<file path="src/tat_pkg.sv">
// Constants, codes and state type for the activation timing supervisor
`default_nettype none

package tat_pkg;

    // -------------------------------------------------------------
    // Clock and tick base
    // -------------------------------------------------------------
    localparam int CLK_NS = 25;
    localparam int TICK_NS = 250000;
    localparam int TICK_CYC = TICK_NS / CLK_NS;
    localparam int TICK_US = TICK_NS / 1000;

    // -------------------------------------------------------------
    // Interval limits, in ticks
    // -------------------------------------------------------------
    localparam int TW = 17;
    // Longest time before the attempt is dropped
    localparam int T3_MS = 30000;
    localparam logic [TW-1:0] T3_TICKS = TW'((T3_MS * 1000) / TICK_US);
    // Longest wait for a known signal after any signal appears
    localparam int SIG_MS = 5;
    localparam logic [TW-1:0] SIG_TICKS = TW'((SIG_MS * 1000) / TICK_US);
    // Least reaction time to received INFO 0; one extra tick for phase
    localparam int INFO0_MIN_US = 250;
    localparam logic [TW-1:0] DEACT_TICKS =
        TW'((INFO0_MIN_US + TICK_US - 1) / TICK_US + 1);
    // Loss-of-communication timer, between 500 ms and 1000 ms
    localparam int LOSS_MS = 750;
    localparam logic [TW-1:0] LOSS_TICKS = TW'((LOSS_MS * 1000) / TICK_US);

    // -------------------------------------------------------------
    // Transmitted signal codes
    // -------------------------------------------------------------
    localparam logic [1:0] TX_INFO0 = 2'h0;
    localparam logic [1:0] TX_INFO1 = 2'h1;
    localparam logic [1:0] TX_INFO3 = 2'h3;

    // -------------------------------------------------------------
    // Activation states, one-hot
    // -------------------------------------------------------------
    typedef enum logic [7:0] {
        ST_F1 = 8'h01,
        ST_F2 = 8'h02,
        ST_F3 = 8'h04,
        ST_F4 = 8'h08,
        ST_F5 = 8'h10,
        ST_F6 = 8'h20,
        ST_F7 = 8'h40,
        ST_F8 = 8'h80
    } tat_state_t;

endpackage

`default_nettype wire

</file>
<file path="src/tat_activation.sv">
// Terminal activation state machine with its timing supervision
// Overview of operation
// - INFO 2/4 in F3/F4: INFO 3 within 100 ms
// - INFO 2/4 in F4: stop INFO 1 within 5 ms
// - Unsyncable signal in F4: INFO 0 within 5 ms
// - F4 with INFO 0: INFO 1 until T3 expiry
// - F6/F7 INFO 0: INFO 0 in 250 us to 25 ms
// - Short INFO 0 gap then INFO 4: keep communication
// - INFO 0 over 1000 ms: communication is lost
// - Activation request in F3: F4, INFO 1, T3
// - Unsyncable signal for 5 ms in F4: go F5
// - Deactivation indication only after 500 ms-1 s timer
`default_nettype none

module tat_activation #(
    parameter int TICK_CYC = tat_pkg::TICK_CYC
) (
    // Clock and reset
    input wire logic i_clk,
    input wire logic i_rst_n,
    // Received line signal, from the receiver on this clock
    input wire logic i_rx_info0,
    input wire logic i_rx_any,
    input wire logic i_rx_info2,
    input wire logic i_rx_info4,
    input wire logic i_frame_lost,
    // Power and upper layer
    input wire logic i_power,
    input wire logic i_act_req,
    // Transmit and status
    output logic [1:0] o_tx_info,
    output logic [7:0] o_state,
    output logic o_deact_ind,
    output logic o_comm_lost
);

    // -------------------------------------------------------------
    // Tick divider
    // -------------------------------------------------------------
    localparam logic [15:0] DIV_LAST = 16'(TICK_CYC - 1);

    logic [15:0] div_r;
    logic tick_r;

    // 250 us enable pulse, one every TICK_CYC device clocks
    always_ff @(posedge i_clk or negedge i_rst_n)
    begin
        if (!i_rst_n)
        begin
            div_r <= 16'h0000;
            tick_r <= 1'b0;
        end
        else
        begin
            tick_r <= (div_r == DIV_LAST);
            div_r <= (div_r == DIV_LAST) ? 16'h0000 : div_r + 16'h0001;
        end
    end

    // -------------------------------------------------------------
    // Interval timers
    // -------------------------------------------------------------
    tat_pkg::tat_state_t state_r, state_nxt;
    logic [1:0] tx_r, tx_nxt;
    logic link_r, lost_r, deact_r, loss_fire;
    logic t3_done, sig_done, dwait_done, loss_done;
    logic in_f4, in_f45, in_act, in_f7;

    assign in_f4 = (state_r == tat_pkg::ST_F4);
    assign in_f45 = in_f4 || (state_r == tat_pkg::ST_F5);
    assign in_f7 = (state_r == tat_pkg::ST_F7);
    assign in_act = in_f7 || (state_r == tat_pkg::ST_F6);

    // Attempt timer, restarted by the activation request
    tat_timer #(.LIMIT(tat_pkg::T3_TICKS)) u_t3 (
        .i_clk(i_clk),
        .i_rst_n(i_rst_n),
        .i_clr(state_r == tat_pkg::ST_F3 && i_act_req),
        .i_run(in_f45),
        .i_tick(tick_r),
        .o_done(t3_done)
    );

    // Time since an unknown signal appeared in F4
    tat_timer #(.LIMIT(tat_pkg::SIG_TICKS)) u_sig (
        .i_clk(i_clk),
        .i_rst_n(i_rst_n),
        .i_clr(!(in_f4 && i_rx_any)),
        .i_run(1'b1),
        .i_tick(tick_r),
        .o_done(sig_done)
    );

    // Duration of received INFO 0 while synchronised or active
    tat_timer #(.LIMIT(tat_pkg::DEACT_TICKS)) u_dwait (
        .i_clk(i_clk),
        .i_rst_n(i_rst_n),
        .i_clr(!(in_act && i_rx_info0)),
        .i_run(1'b1),
        .i_tick(tick_r),
        .o_done(dwait_done)
    );

    // Time spent out of the active state after a call was up
    tat_timer #(.LIMIT(tat_pkg::LOSS_TICKS)) u_loss (
        .i_clk(i_clk),
        .i_rst_n(i_rst_n),
        .i_clr(in_f7 || !link_r),
        .i_run(1'b1),
        .i_tick(tick_r),
        .o_done(loss_done)
    );

    // -------------------------------------------------------------
    // State machine
    // -------------------------------------------------------------
    // Next state and transmitted signal
    always_comb
    begin
        state_nxt = state_r;
        tx_nxt = tx_r;
        unique case (state_r)
            tat_pkg::ST_F1:
                if (i_power)
                    state_nxt = tat_pkg::ST_F2;
            tat_pkg::ST_F2, tat_pkg::ST_F3, tat_pkg::ST_F5, tat_pkg::ST_F8:
            begin
                if (i_rx_info2)
                    state_nxt = tat_pkg::ST_F6;
                else if (i_rx_info4)
                    state_nxt = tat_pkg::ST_F7;
                else if (state_r == tat_pkg::ST_F3 && i_act_req)
                begin
                    state_nxt = tat_pkg::ST_F4;
                    tx_nxt = tat_pkg::TX_INFO1;
                end
                else if (state_r == tat_pkg::ST_F2 && i_rx_info0)
                    state_nxt = tat_pkg::ST_F3;
                else if (state_r == tat_pkg::ST_F8 && i_rx_info0)
                    state_nxt = tat_pkg::ST_F3;
                else if (state_r == tat_pkg::ST_F5 && t3_done)
                    state_nxt = tat_pkg::ST_F3;
            end
            tat_pkg::ST_F4:
            begin
                if (i_rx_info2)
                    state_nxt = tat_pkg::ST_F6;
                else if (i_rx_info4)
                    state_nxt = tat_pkg::ST_F7;
                else if (sig_done)
                begin
                    state_nxt = tat_pkg::ST_F5;
                    tx_nxt = tat_pkg::TX_INFO0;
                end
                else if (t3_done)
                begin
                    state_nxt = tat_pkg::ST_F3;
                    tx_nxt = tat_pkg::TX_INFO0;
                end
            end
            tat_pkg::ST_F6, tat_pkg::ST_F7:
            begin
                if (i_frame_lost)
                    state_nxt = tat_pkg::ST_F8;
                else if (dwait_done)
                    state_nxt = tat_pkg::ST_F3;
                else if (i_rx_info4)
                    state_nxt = tat_pkg::ST_F7;
                else if (i_rx_info2)
                    state_nxt = tat_pkg::ST_F6;
            end
            default:
                state_nxt = tat_pkg::ST_F1;
        endcase
        // Signal follows the state, but INFO 1 is kept when the next state is F4
        if (state_nxt == tat_pkg::ST_F6 || state_nxt == tat_pkg::ST_F7)
            tx_nxt = tat_pkg::TX_INFO3;
        else if (state_nxt != tat_pkg::ST_F4 || tx_nxt != tat_pkg::TX_INFO1)
            tx_nxt = tat_pkg::TX_INFO0;
        if (!i_power)
        begin
            state_nxt = tat_pkg::ST_F1;
            tx_nxt = tat_pkg::TX_INFO0;
        end
    end

    // State and transmit registers
    always_ff @(posedge i_clk or negedge i_rst_n)
    begin
        if (!i_rst_n)
        begin
            state_r <= tat_pkg::ST_F1;
            tx_r <= tat_pkg::TX_INFO0;
        end
        else
        begin
            state_r <= state_nxt;
            tx_r <= tx_nxt;
        end
    end

    // -------------------------------------------------------------
    // Communication supervision
    // -------------------------------------------------------------
    // Timer ran out with no re-entry to F7 now or on this edge
    assign loss_fire = link_r && loss_done && !in_f7
        && state_nxt != tat_pkg::ST_F7;
    // Call is up from F7 until the loss timer runs out
    always_ff @(posedge i_clk or negedge i_rst_n)
    begin
        if (!i_rst_n)
        begin
            link_r <= 1'b0;
            lost_r <= 1'b0;
            deact_r <= 1'b0;
        end
        else
        begin
            deact_r <= loss_fire;
            if (state_nxt == tat_pkg::ST_F7)
            begin
                link_r <= 1'b1;
                lost_r <= 1'b0;
            end
            else if (loss_fire)
            begin
                link_r <= 1'b0;
                lost_r <= 1'b1;
            end
        end
    end

    assign o_tx_info = tx_r;
    assign o_state = state_r;
    assign o_deact_ind = deact_r;
    assign o_comm_lost = lost_r;

    // Cycles spent in F4 under an unknown signal, limit 5 ms
    localparam int ANY_MAX =
        tat_pkg::SIG_MS * 1000 / tat_pkg::TICK_US * TICK_CYC + 2;
    logic [31:0] any_cyc_r;
    always_ff @(posedge i_clk or negedge i_rst_n)
    begin
        if (!i_rst_n)
            any_cyc_r <= 32'h00000000;
        else
            any_cyc_r <= (in_f4 && i_power && i_rx_any) ?
                any_cyc_r + 32'h00000001 : 32'h00000000;
    end
endmodule

`default_nettype wire

</file>
<file path="src/tat_timer.sv">
// Saturating tick counter used for every interval of the supervisor
`default_nettype none

module tat_timer #(
    parameter logic [tat_pkg::TW-1:0] LIMIT = 17'h00001
) (
    // Clock and reset
    input wire logic i_clk,
    input wire logic i_rst_n,
    // Control
    input wire logic i_clr,
    input wire logic i_run,
    input wire logic i_tick,
    // Status
    output logic o_done
);

    logic [tat_pkg::TW-1:0] cnt_r;

    // Count ticks while running, hold at the limit
    always_ff @(posedge i_clk or negedge i_rst_n)
    begin
        if (!i_rst_n)
            cnt_r <= 17'h00000;
        else if (i_clr)
            cnt_r <= 17'h00000;
        else if (i_run && i_tick && cnt_r != LIMIT)
            cnt_r <= cnt_r + 17'h00001;
    end

    assign o_done = (cnt_r == LIMIT);

endmodule

`default_nettype wire
</file>
<file path="config.mk">
export PLATFORM = sky130hd
export DESIGN_NAME = tat_activation
export DESIGN_NICKNAME = d
export VERILOG_FILES = /design/src/tat_pkg.sv /design/src/tat_activation.sv /design/src/tat_timer.sv
export SDC_FILE = /design/constraint.sdc
export NUM_CORES = 1
export LEC_CHECK = 0
export ABC_AREA = 1
export BUFFER_PORTS_ARGS = -buffer_cell sky130_fd_sc_hd__buf_2
export CAP_MARGIN = 0
export CORE_ASPECT_RATIO = 1.4
export CORE_MARGIN = 2
export CORE_UTILIZATION = 60
export DETAILED_ROUTE_END_ITERATION = 16
export GPL_TIMING_DRIVEN = 0
export PLACE_DENSITY = 0.88
export SYNTH_ARGS = -nofsm -noshare
export SYNTH_HDL_FRONTEND = slang
export SYNTH_HIERARCHICAL = 1
export SYNTH_SLANG_ARGS = --single-unit
</file>
<file path="constraint.sdc">
create_clock -name i_clk -period 6.22 [get_ports i_clk]
set_input_delay 0.622 -clock i_clk [delete_from_list [all_inputs] [get_ports i_clk]]
set_output_delay 0.622 -clock i_clk [all_outputs]
set_load 0.005 [all_outputs]
</file>
---- After elaboration in Yosys (flattened, before gate mapping) ----
Cells that the tools add are included.
cells by class
  add/subtract/negate cells ............... 5
  eq/ne operators ......................... 25
  multiplexer cells ....................... 41
  reductions and logical operators ........ 26
operators by type and width
  operator                                         count
  2-to-1 mux 17 bit                                8
  2-to-1 mux 8 bit                                 16
  adder 17 x 1 -> 17 bit, second input constant    4
  case mux 8 bit (4 select lines)                  1
  == test 8 x 7 -> 1 bit, second input constant    3
  2-to-1 mux 2 bit                                 10
  == test 17 x 12 -> 1 bit, second input constant  1
  == test 17 bit, second input constant            1
  == test 17 x 2 -> 1 bit, second input constant   1
  == test 17 x 5 -> 1 bit, second input constant   1
  != test 17 x 12 -> 1 bit, second input constant  1
  != test 17 bit, second input constant            1
  != test 17 x 2 -> 1 bit, second input constant   1
  != test 17 x 5 -> 1 bit, second input constant   1
  adder 16 x 1 -> 16 bit, second input constant    1
  == test 16 x 14 -> 1 bit, second input constant  1
  == test 8 x 6 -> 1 bit, second input constant    2
  2-to-1 mux 16 bit                                1
  logical AND 1 bit                                14
  == test 8 x 1 -> 1 bit, second input constant    1
  == test 8 x 2 -> 1 bit, second input constant    1
  == test 8 x 3 -> 1 bit, second input constant    1
  == test 8 x 4 -> 1 bit, second input constant    1
  == test 8 x 5 -> 1 bit, second input constant    1
  11 further kinds                                 23
storage, ports and cells
  register bits ........................... 98
  bits of input ports ..................... 9
  output and inout bits ................... 12
  word-level logic and storage cells ...... 108

---- Logic depth before layout (Yosys ltp) ----
  depth in word-level cells ............... 14
  gate-level depth with buffers ........... 17
  depth with buffers taken out ............ 17

---- Hierarchy ----
The synthesis kept the hierarchy.
by module, submodules not included
  module               times used  cells an instance  area an instance (um^2)  seq. area each (um^2)
  tat_activation       1           257                1915.6                   752.0
  tat_timer (u_sig)    1           192                1226.2                   425.4
  tat_timer (u_t3)     1           180                1186.1                   425.4
  tat_timer (u_dwait)  1           180                1182.4                   425.4
  tat_timer (u_loss)   1           176                1172.4                   425.4

---- Worst setup path before layout ----
OpenSTA, ideal clock, no wires.
  path kind ............................... reg2reg
  start point ............................. register u_t3/cnt_r[0] (netlist name)
  end point ............................... register tx_r[0] (netlist: o_tx_info[0])
  library setup time ...................... 0.117 ns
  data arrival time ....................... 1.936 ns
  required time ........................... 6.103 ns
  setup slack ............................. 4.168 ns
  stages on the path, launching flop included .. 16
  buffers on the path ..................... 0
  period minus slack after synthesis ...... 2.052 ns
  path through ............................ dfrtp_1 -> inv_1 -> ha_1 -> nand2_1 -> nor2_1 -> inv_1 -> nor4_1 -> inv_1 -> nand2_1 -> nor3_1 -> o21ai_0 -> o21ai_1 -> nor2_1 -> nand2_1 -> nand2_1 -> nand2_1
between the ends
  longest elaborated chain between the ends .. 14
  elaborated cells between the ends (all ways) .. 27
  classes of those cells .................. 5 x eq/ne; 19 x mux; 3 x reduce/logical
RTL lines
  element                          RTL line               text
  start: declaration               tat_timer.sv:18        logic [tat_pkg::TW-1:0] cnt_r;
  start signal: assignment         tat_timer.sv:28        cnt_r <= cnt_r + 17'h00001;
  == test 17 bit *                 tat_timer.sv:31        assign o_done = (cnt_r == LIMIT);
  net t3_done                      tat_activation.sv:66   logic t3_done, sig_done, dwait_done, loss_done;
  logical AND 1 bit                tat_activation.sv:141  else if (state_r == tat_pkg::ST_F5 && t3_done)
  2-to-1 mux 8 bit                 tat_activation.sv:141
  2-to-1 mux 8 bit                 tat_activation.sv:139  else if (state_r == tat_pkg::ST_F8 && i_rx_info0)
  2-to-1 mux 8 bit                 tat_activation.sv:137  else if (state_r == tat_pkg::ST_F2 && i_rx_info0)
  2-to-1 mux 8 bit                 tat_activation.sv:132  else if (state_r == tat_pkg::ST_F3 && i_act_req)
  2-to-1 mux 8 bit                 tat_activation.sv:130  else if (i_rx_info4)
  2-to-1 mux 8 bit                 tat_activation.sv:128  if (i_rx_info2)
  case mux 8 bit (4 select lines)  tat_activation.sv:122  unique case (state_r)
  != test 8 x 4 -> 1 bit           tat_activation.sv:178  else if (state_nxt != tat_pkg::ST_F4 || tx_nxt != tat_pkg::TX_INFO1)
  logical OR 1 bit                 tat_activation.sv:178
  2-to-1 mux 2 bit                 tat_activation.sv:178
  2-to-1 mux 2 bit *               tat_activation.sv:176  if (state_nxt == tat_pkg::ST_F6 || state_nxt == tat_pkg::ST_F7)
  2-to-1 mux 2 bit *               tat_activation.sv:180  if (!i_power)
  net tx_nxt[0]                    tat_activation.sv:64   logic [1:0] tx_r, tx_nxt;
  end signal: assignment           tat_activation.sv:193  tx_r <= tat_pkg::TX_INFO0;
  end signal: assignment           tat_activation.sv:198  tx_r <= tx_nxt;
  end: declaration                 tat_activation.sv:64
The timed path passes the listed nets; every way through them passes the cells marked *.
A chain may end at the register's enable or synchronous reset.

---- Final worst setup path ----
Ends and elaborated chain as after synthesis.

==> flow_summary.ini <==
[sta]
tightest_slew_ns = 0.896
setup_violations = 0
slew_violations = 0
rsz0062_at_grt = no
max_freq_ghz = 0.367
setup_ws_ns = 3.49
period_needed_ns = 2.73
slew_headroom = 0.397
hold_viol_final = 0
post-route-period-util = 0.438
finalSetupTns_ns = 0
fin_worst_skew_ns = 0.00775

[global_routing]
grt.total_usage = 0.277
antenna_found_initial = 0
grt_pass1_vias = 6129
grt_first_pass_wirelength_mm = 27.0
grt.overflow.total = 0
grt_max_degree = 60

[synthesis]
synth_top_area_frac = 0.363
synth_top_cells_by_area = dfrtp_1 (36%), nand2_1 (18%), nor2_1 (7.4%), inv_1 (6.3%), nand4_1 (5.1%)
synth_seq_area_share = 0.367
ys_ff_latch = 98
yosysWarningCount = 6
synth_area_um2 = 6680
synth_cells = 985
synth-edff-count = 0
async_flop_share = 1.00
synth_top_flop_cell = dfrtp_1
avgSynthCellArea_um2 = 6.78
synth.distinct_cells = 44
synth.largest_area_cell = dfrtp_1

[worst_setup_path]
rr_worst_depth = 15
critPathLaunchType = flip-flop
worstPathMaxFanout = 4
ff2ff_setup_slack_ns = 3.49
crit_arrival_ns = 2.96
worstSetupEndpointType = flip-flop
crit_required_ns = 6.45
path_class = reg -> reg

[power_and_ir_drop]
vdd_drop_max_uv = 165
p_per_area_nw_per_um2 = 178
p_leak_nw = 3.76

[floorplan]
ioPinCount = 21
initial_core_util = 0.615
dieArea_um2 = 12000
rows = 45
core_um2 = 10900
die_w_um = 93.2
die_height_um = 129

[final_layout]
n_fill_cell = 913
drive_above_1_share = 0.107
antennaDiodeCount = 0
utilization = 0.672
syn_to_final_growth_pct = 9.34
fin_nets = 1036

[detailed_routing]
vias_per_cell = 5.55
drcViolationCount = 0
final_antenna_net_count = 0
drt_first_pass_iters = 5
drt_iter0_markers = 430
wl_per_cell_um = 13.5
routed_wl_mm = 15.7
vias = 6451

[clock_tree]
clk_pin_slew_worst_paths_ns = 0.07
clock_latency_ns = 0.35
cts_hold_buf = 0
cts_setup_buffers = 0
postCtsResizedCells = 0
cts_sinks = 98
htreeDepth = 3
cts_buffers = 9
cts_tree = yes
ctsRootBufferMaster = clkbuf_16
clockBufferDepth = 2

[placement]
io_buffer_count = 19
pre_cts_slack_ns = 3.64
place_hpwl_mm = 11.4
gp_congestion = 0.914

[status]
outcome = finished clean

[job]
drv_cap = 0

[min_path]
hold_class = in -> async
==> worst max-delay path, cell delays in order (launching register included) <==
cell	delay, ns
dfrtp_1	0.40
inv_1	0.11
ha_1	0.16
nand2_1	0.05
nor2_1	0.13
inv_1	0.05
nor4_1	0.77
inv_1	0.13
nand2_1	0.11
nor3_1	0.05
o21ai_0	0.18
o21ai_1	0.10
nor2_1	0.15
nand2_1	0.09
nand2_1	0.09
nand2_1	0.05
==> synthesized netlist by cell type, types with 2 or more instances <==
cell type  count
clkbuf_1       5
inv_1        113
a21oi_2        3
or2_2          2
ha_1           9
nor3b_1        6
nor2_4         9
o21ai_2        5
inv_2          9
buf_4          2
buf_2          4
buf_6          4
nand3_1       65
nand2_4        4
nor3_1         7
a21oi_1       19
nor4_1         2
nor2_8         2
o21ai_1        6
nand4_1       55
dfrtp_1       97
o21bai_1      13
xnor2_1        2
nor2_1       132
nand2_1      329
nor2_2        14
nor4_2         3
xor2_1        19
nand3b_1       4
o21ai_0       20
nand2_2        8
==> per-stage QoR <==
| step | power [W] | cells | hold WS [ns] | area [µm²] |
|---|---|---|---|---|
| 2_1_floorplan | 0.000685 | 987 | 0.326 | 6690 |
| 3_3_place_gp | 0.000712 | 1147 | 0.454 | 6960 |
| 3_5_place_dp | 0.000715 | 1148 | 0.468 | 6990 |
| 4_1_cts | 0.00132 | 1163 | 0.265 | 7310 |
| 5_1_grt | 0.00135 | 1163 | 0.281 | 7310 |
| 6_report | 0.00130 | 1163 | 0.253 | 7310 |
==> final cells by class <==
cell class                      count  area, µm²  area share
Multi-Input combinational cell    748       3650       0.499
Sequential cell                    98       2450       0.336
Inverter                          125        473      0.0647
Clock buffer                        9        225      0.0308
Tap cell                          141        176      0.0241
Timing Repair Buffer               20        125      0.0171
Buffer                             16        114      0.0156
Clock inverter                      6       90.1      0.0123
==> flip-flops by register name, summed over array words and instances (netlist names) <==
register,count
o_comm_lost,1
link_r,1
o_deact_ind,1
u_loss/cnt_r,17
u_sig/cnt_r,17
o_tx_info,2
tick_r,1
u_t3/cnt_r,17
div_r,16
u_dwait/cnt_r,17
o_state,8
==> routing by layer <==
| metal | GRT usage | up-vias | share of wire |
|---|---|---|---|
| li1 | - | 3199 | - |
| met1 | 0.327 | 3022 | 0.40 |
| met2 | 0.490 | 195 | 0.52 |
| met3 | 0.0562 | 35 | 0.053 |
| met4 | 0.113 | 0 | 0.022 |
| met5 | 0 | - | 0 |
==> worst paths after layout <==
kind | startpoint | endpoint
setup / recovery | u_t3/cnt_r[0]$_DFFE_PN0P_ | o_tx_info[0]$_DFF_PN0_
hold / removal | i_rst_n | u_t3/cnt_r[13]$_DFFE_PN0P_
setup reg to reg | u_t3/cnt_r[0]$_DFFE_PN0P_ | o_tx_info[0]$_DFF_PN0_
hold reg to reg | div_r[0]$_DFF_PN0_ | div_r[0]$_DFF_PN0_
max in group asynchronous | i_rst_n | o_state[5]$_DFF_PN0_
min in group i_clk | div_r[0]$_DFF_PN0_ | div_r[0]$_DFF_PN0_
==> report_power, final <==
group          leakage (nW)  total (W)  internal (W)  switching [W]
sequential             1.34   0.000646      0.000642     0.00000441
combinational          2.26  0.0000559     0.0000164      0.0000395
clock                 0.152   0.000601      0.000352       0.000249
==> cells in the final DEF, fill, tap and decap left out, types with 2 or more instances in the layout <==
master | netlist | layout
a21oi_1 | 19 | 19
a21oi_2 | 3 | 3
buf_2 | 4 | 22
buf_4 | 2 | 3
buf_6 | 4 | 4
bufinv_16 | 0 | 2
clkbuf_1 | 5 | 5
clkbuf_16 | 0 | 9
clkinv_2 | 1 | 2
conb_1 | 1 | 3
dfrtp_1 | 97 | 97
ha_1 | 9 | 9
inv_1 | 113 | 113
inv_2 | 9 | 9
nand2_1 | 329 | 329
nand2_2 | 8 | 8
nand2_4 | 4 | 4
nand3_1 | 65 | 65
nand3b_1 | 4 | 4
nand4_1 | 55 | 55
nor2_1 | 132 | 132
nor2_2 | 14 | 14
nor2_4 | 9 | 9
nor2_8 | 2 | 2
nor3_1 | 7 | 7
nor3b_1 | 6 | 6
nor4_1 | 2 | 2
nor4_2 | 3 | 3
o21ai_0 | 20 | 20
o21ai_1 | 6 | 6
o21ai_2 | 5 | 5
o21bai_1 | 13 | 13
or2_2 | 2 | 2
xnor2_1 | 2 | 2
xor2_1 | 19 | 19
==> cell families after synthesis <==
| kind of cell | count (synthesis) | share of synthesized area |
|---|---|---|
| AOI/OAI and AO/OA | 69 | 0.0623 |
| xor gates and xnor gates | 21 | 0.0275 |
| adders and majority gates | 9 | 0.0169 |
| buffers and inverters | 141 | 0.0878 |
| DFF | 98 | 0.367 |
| other | 1 | 0.000561 |
| and+or+nand+nor | 646 | 0.438 |
(Power assumes the default switching activity.)
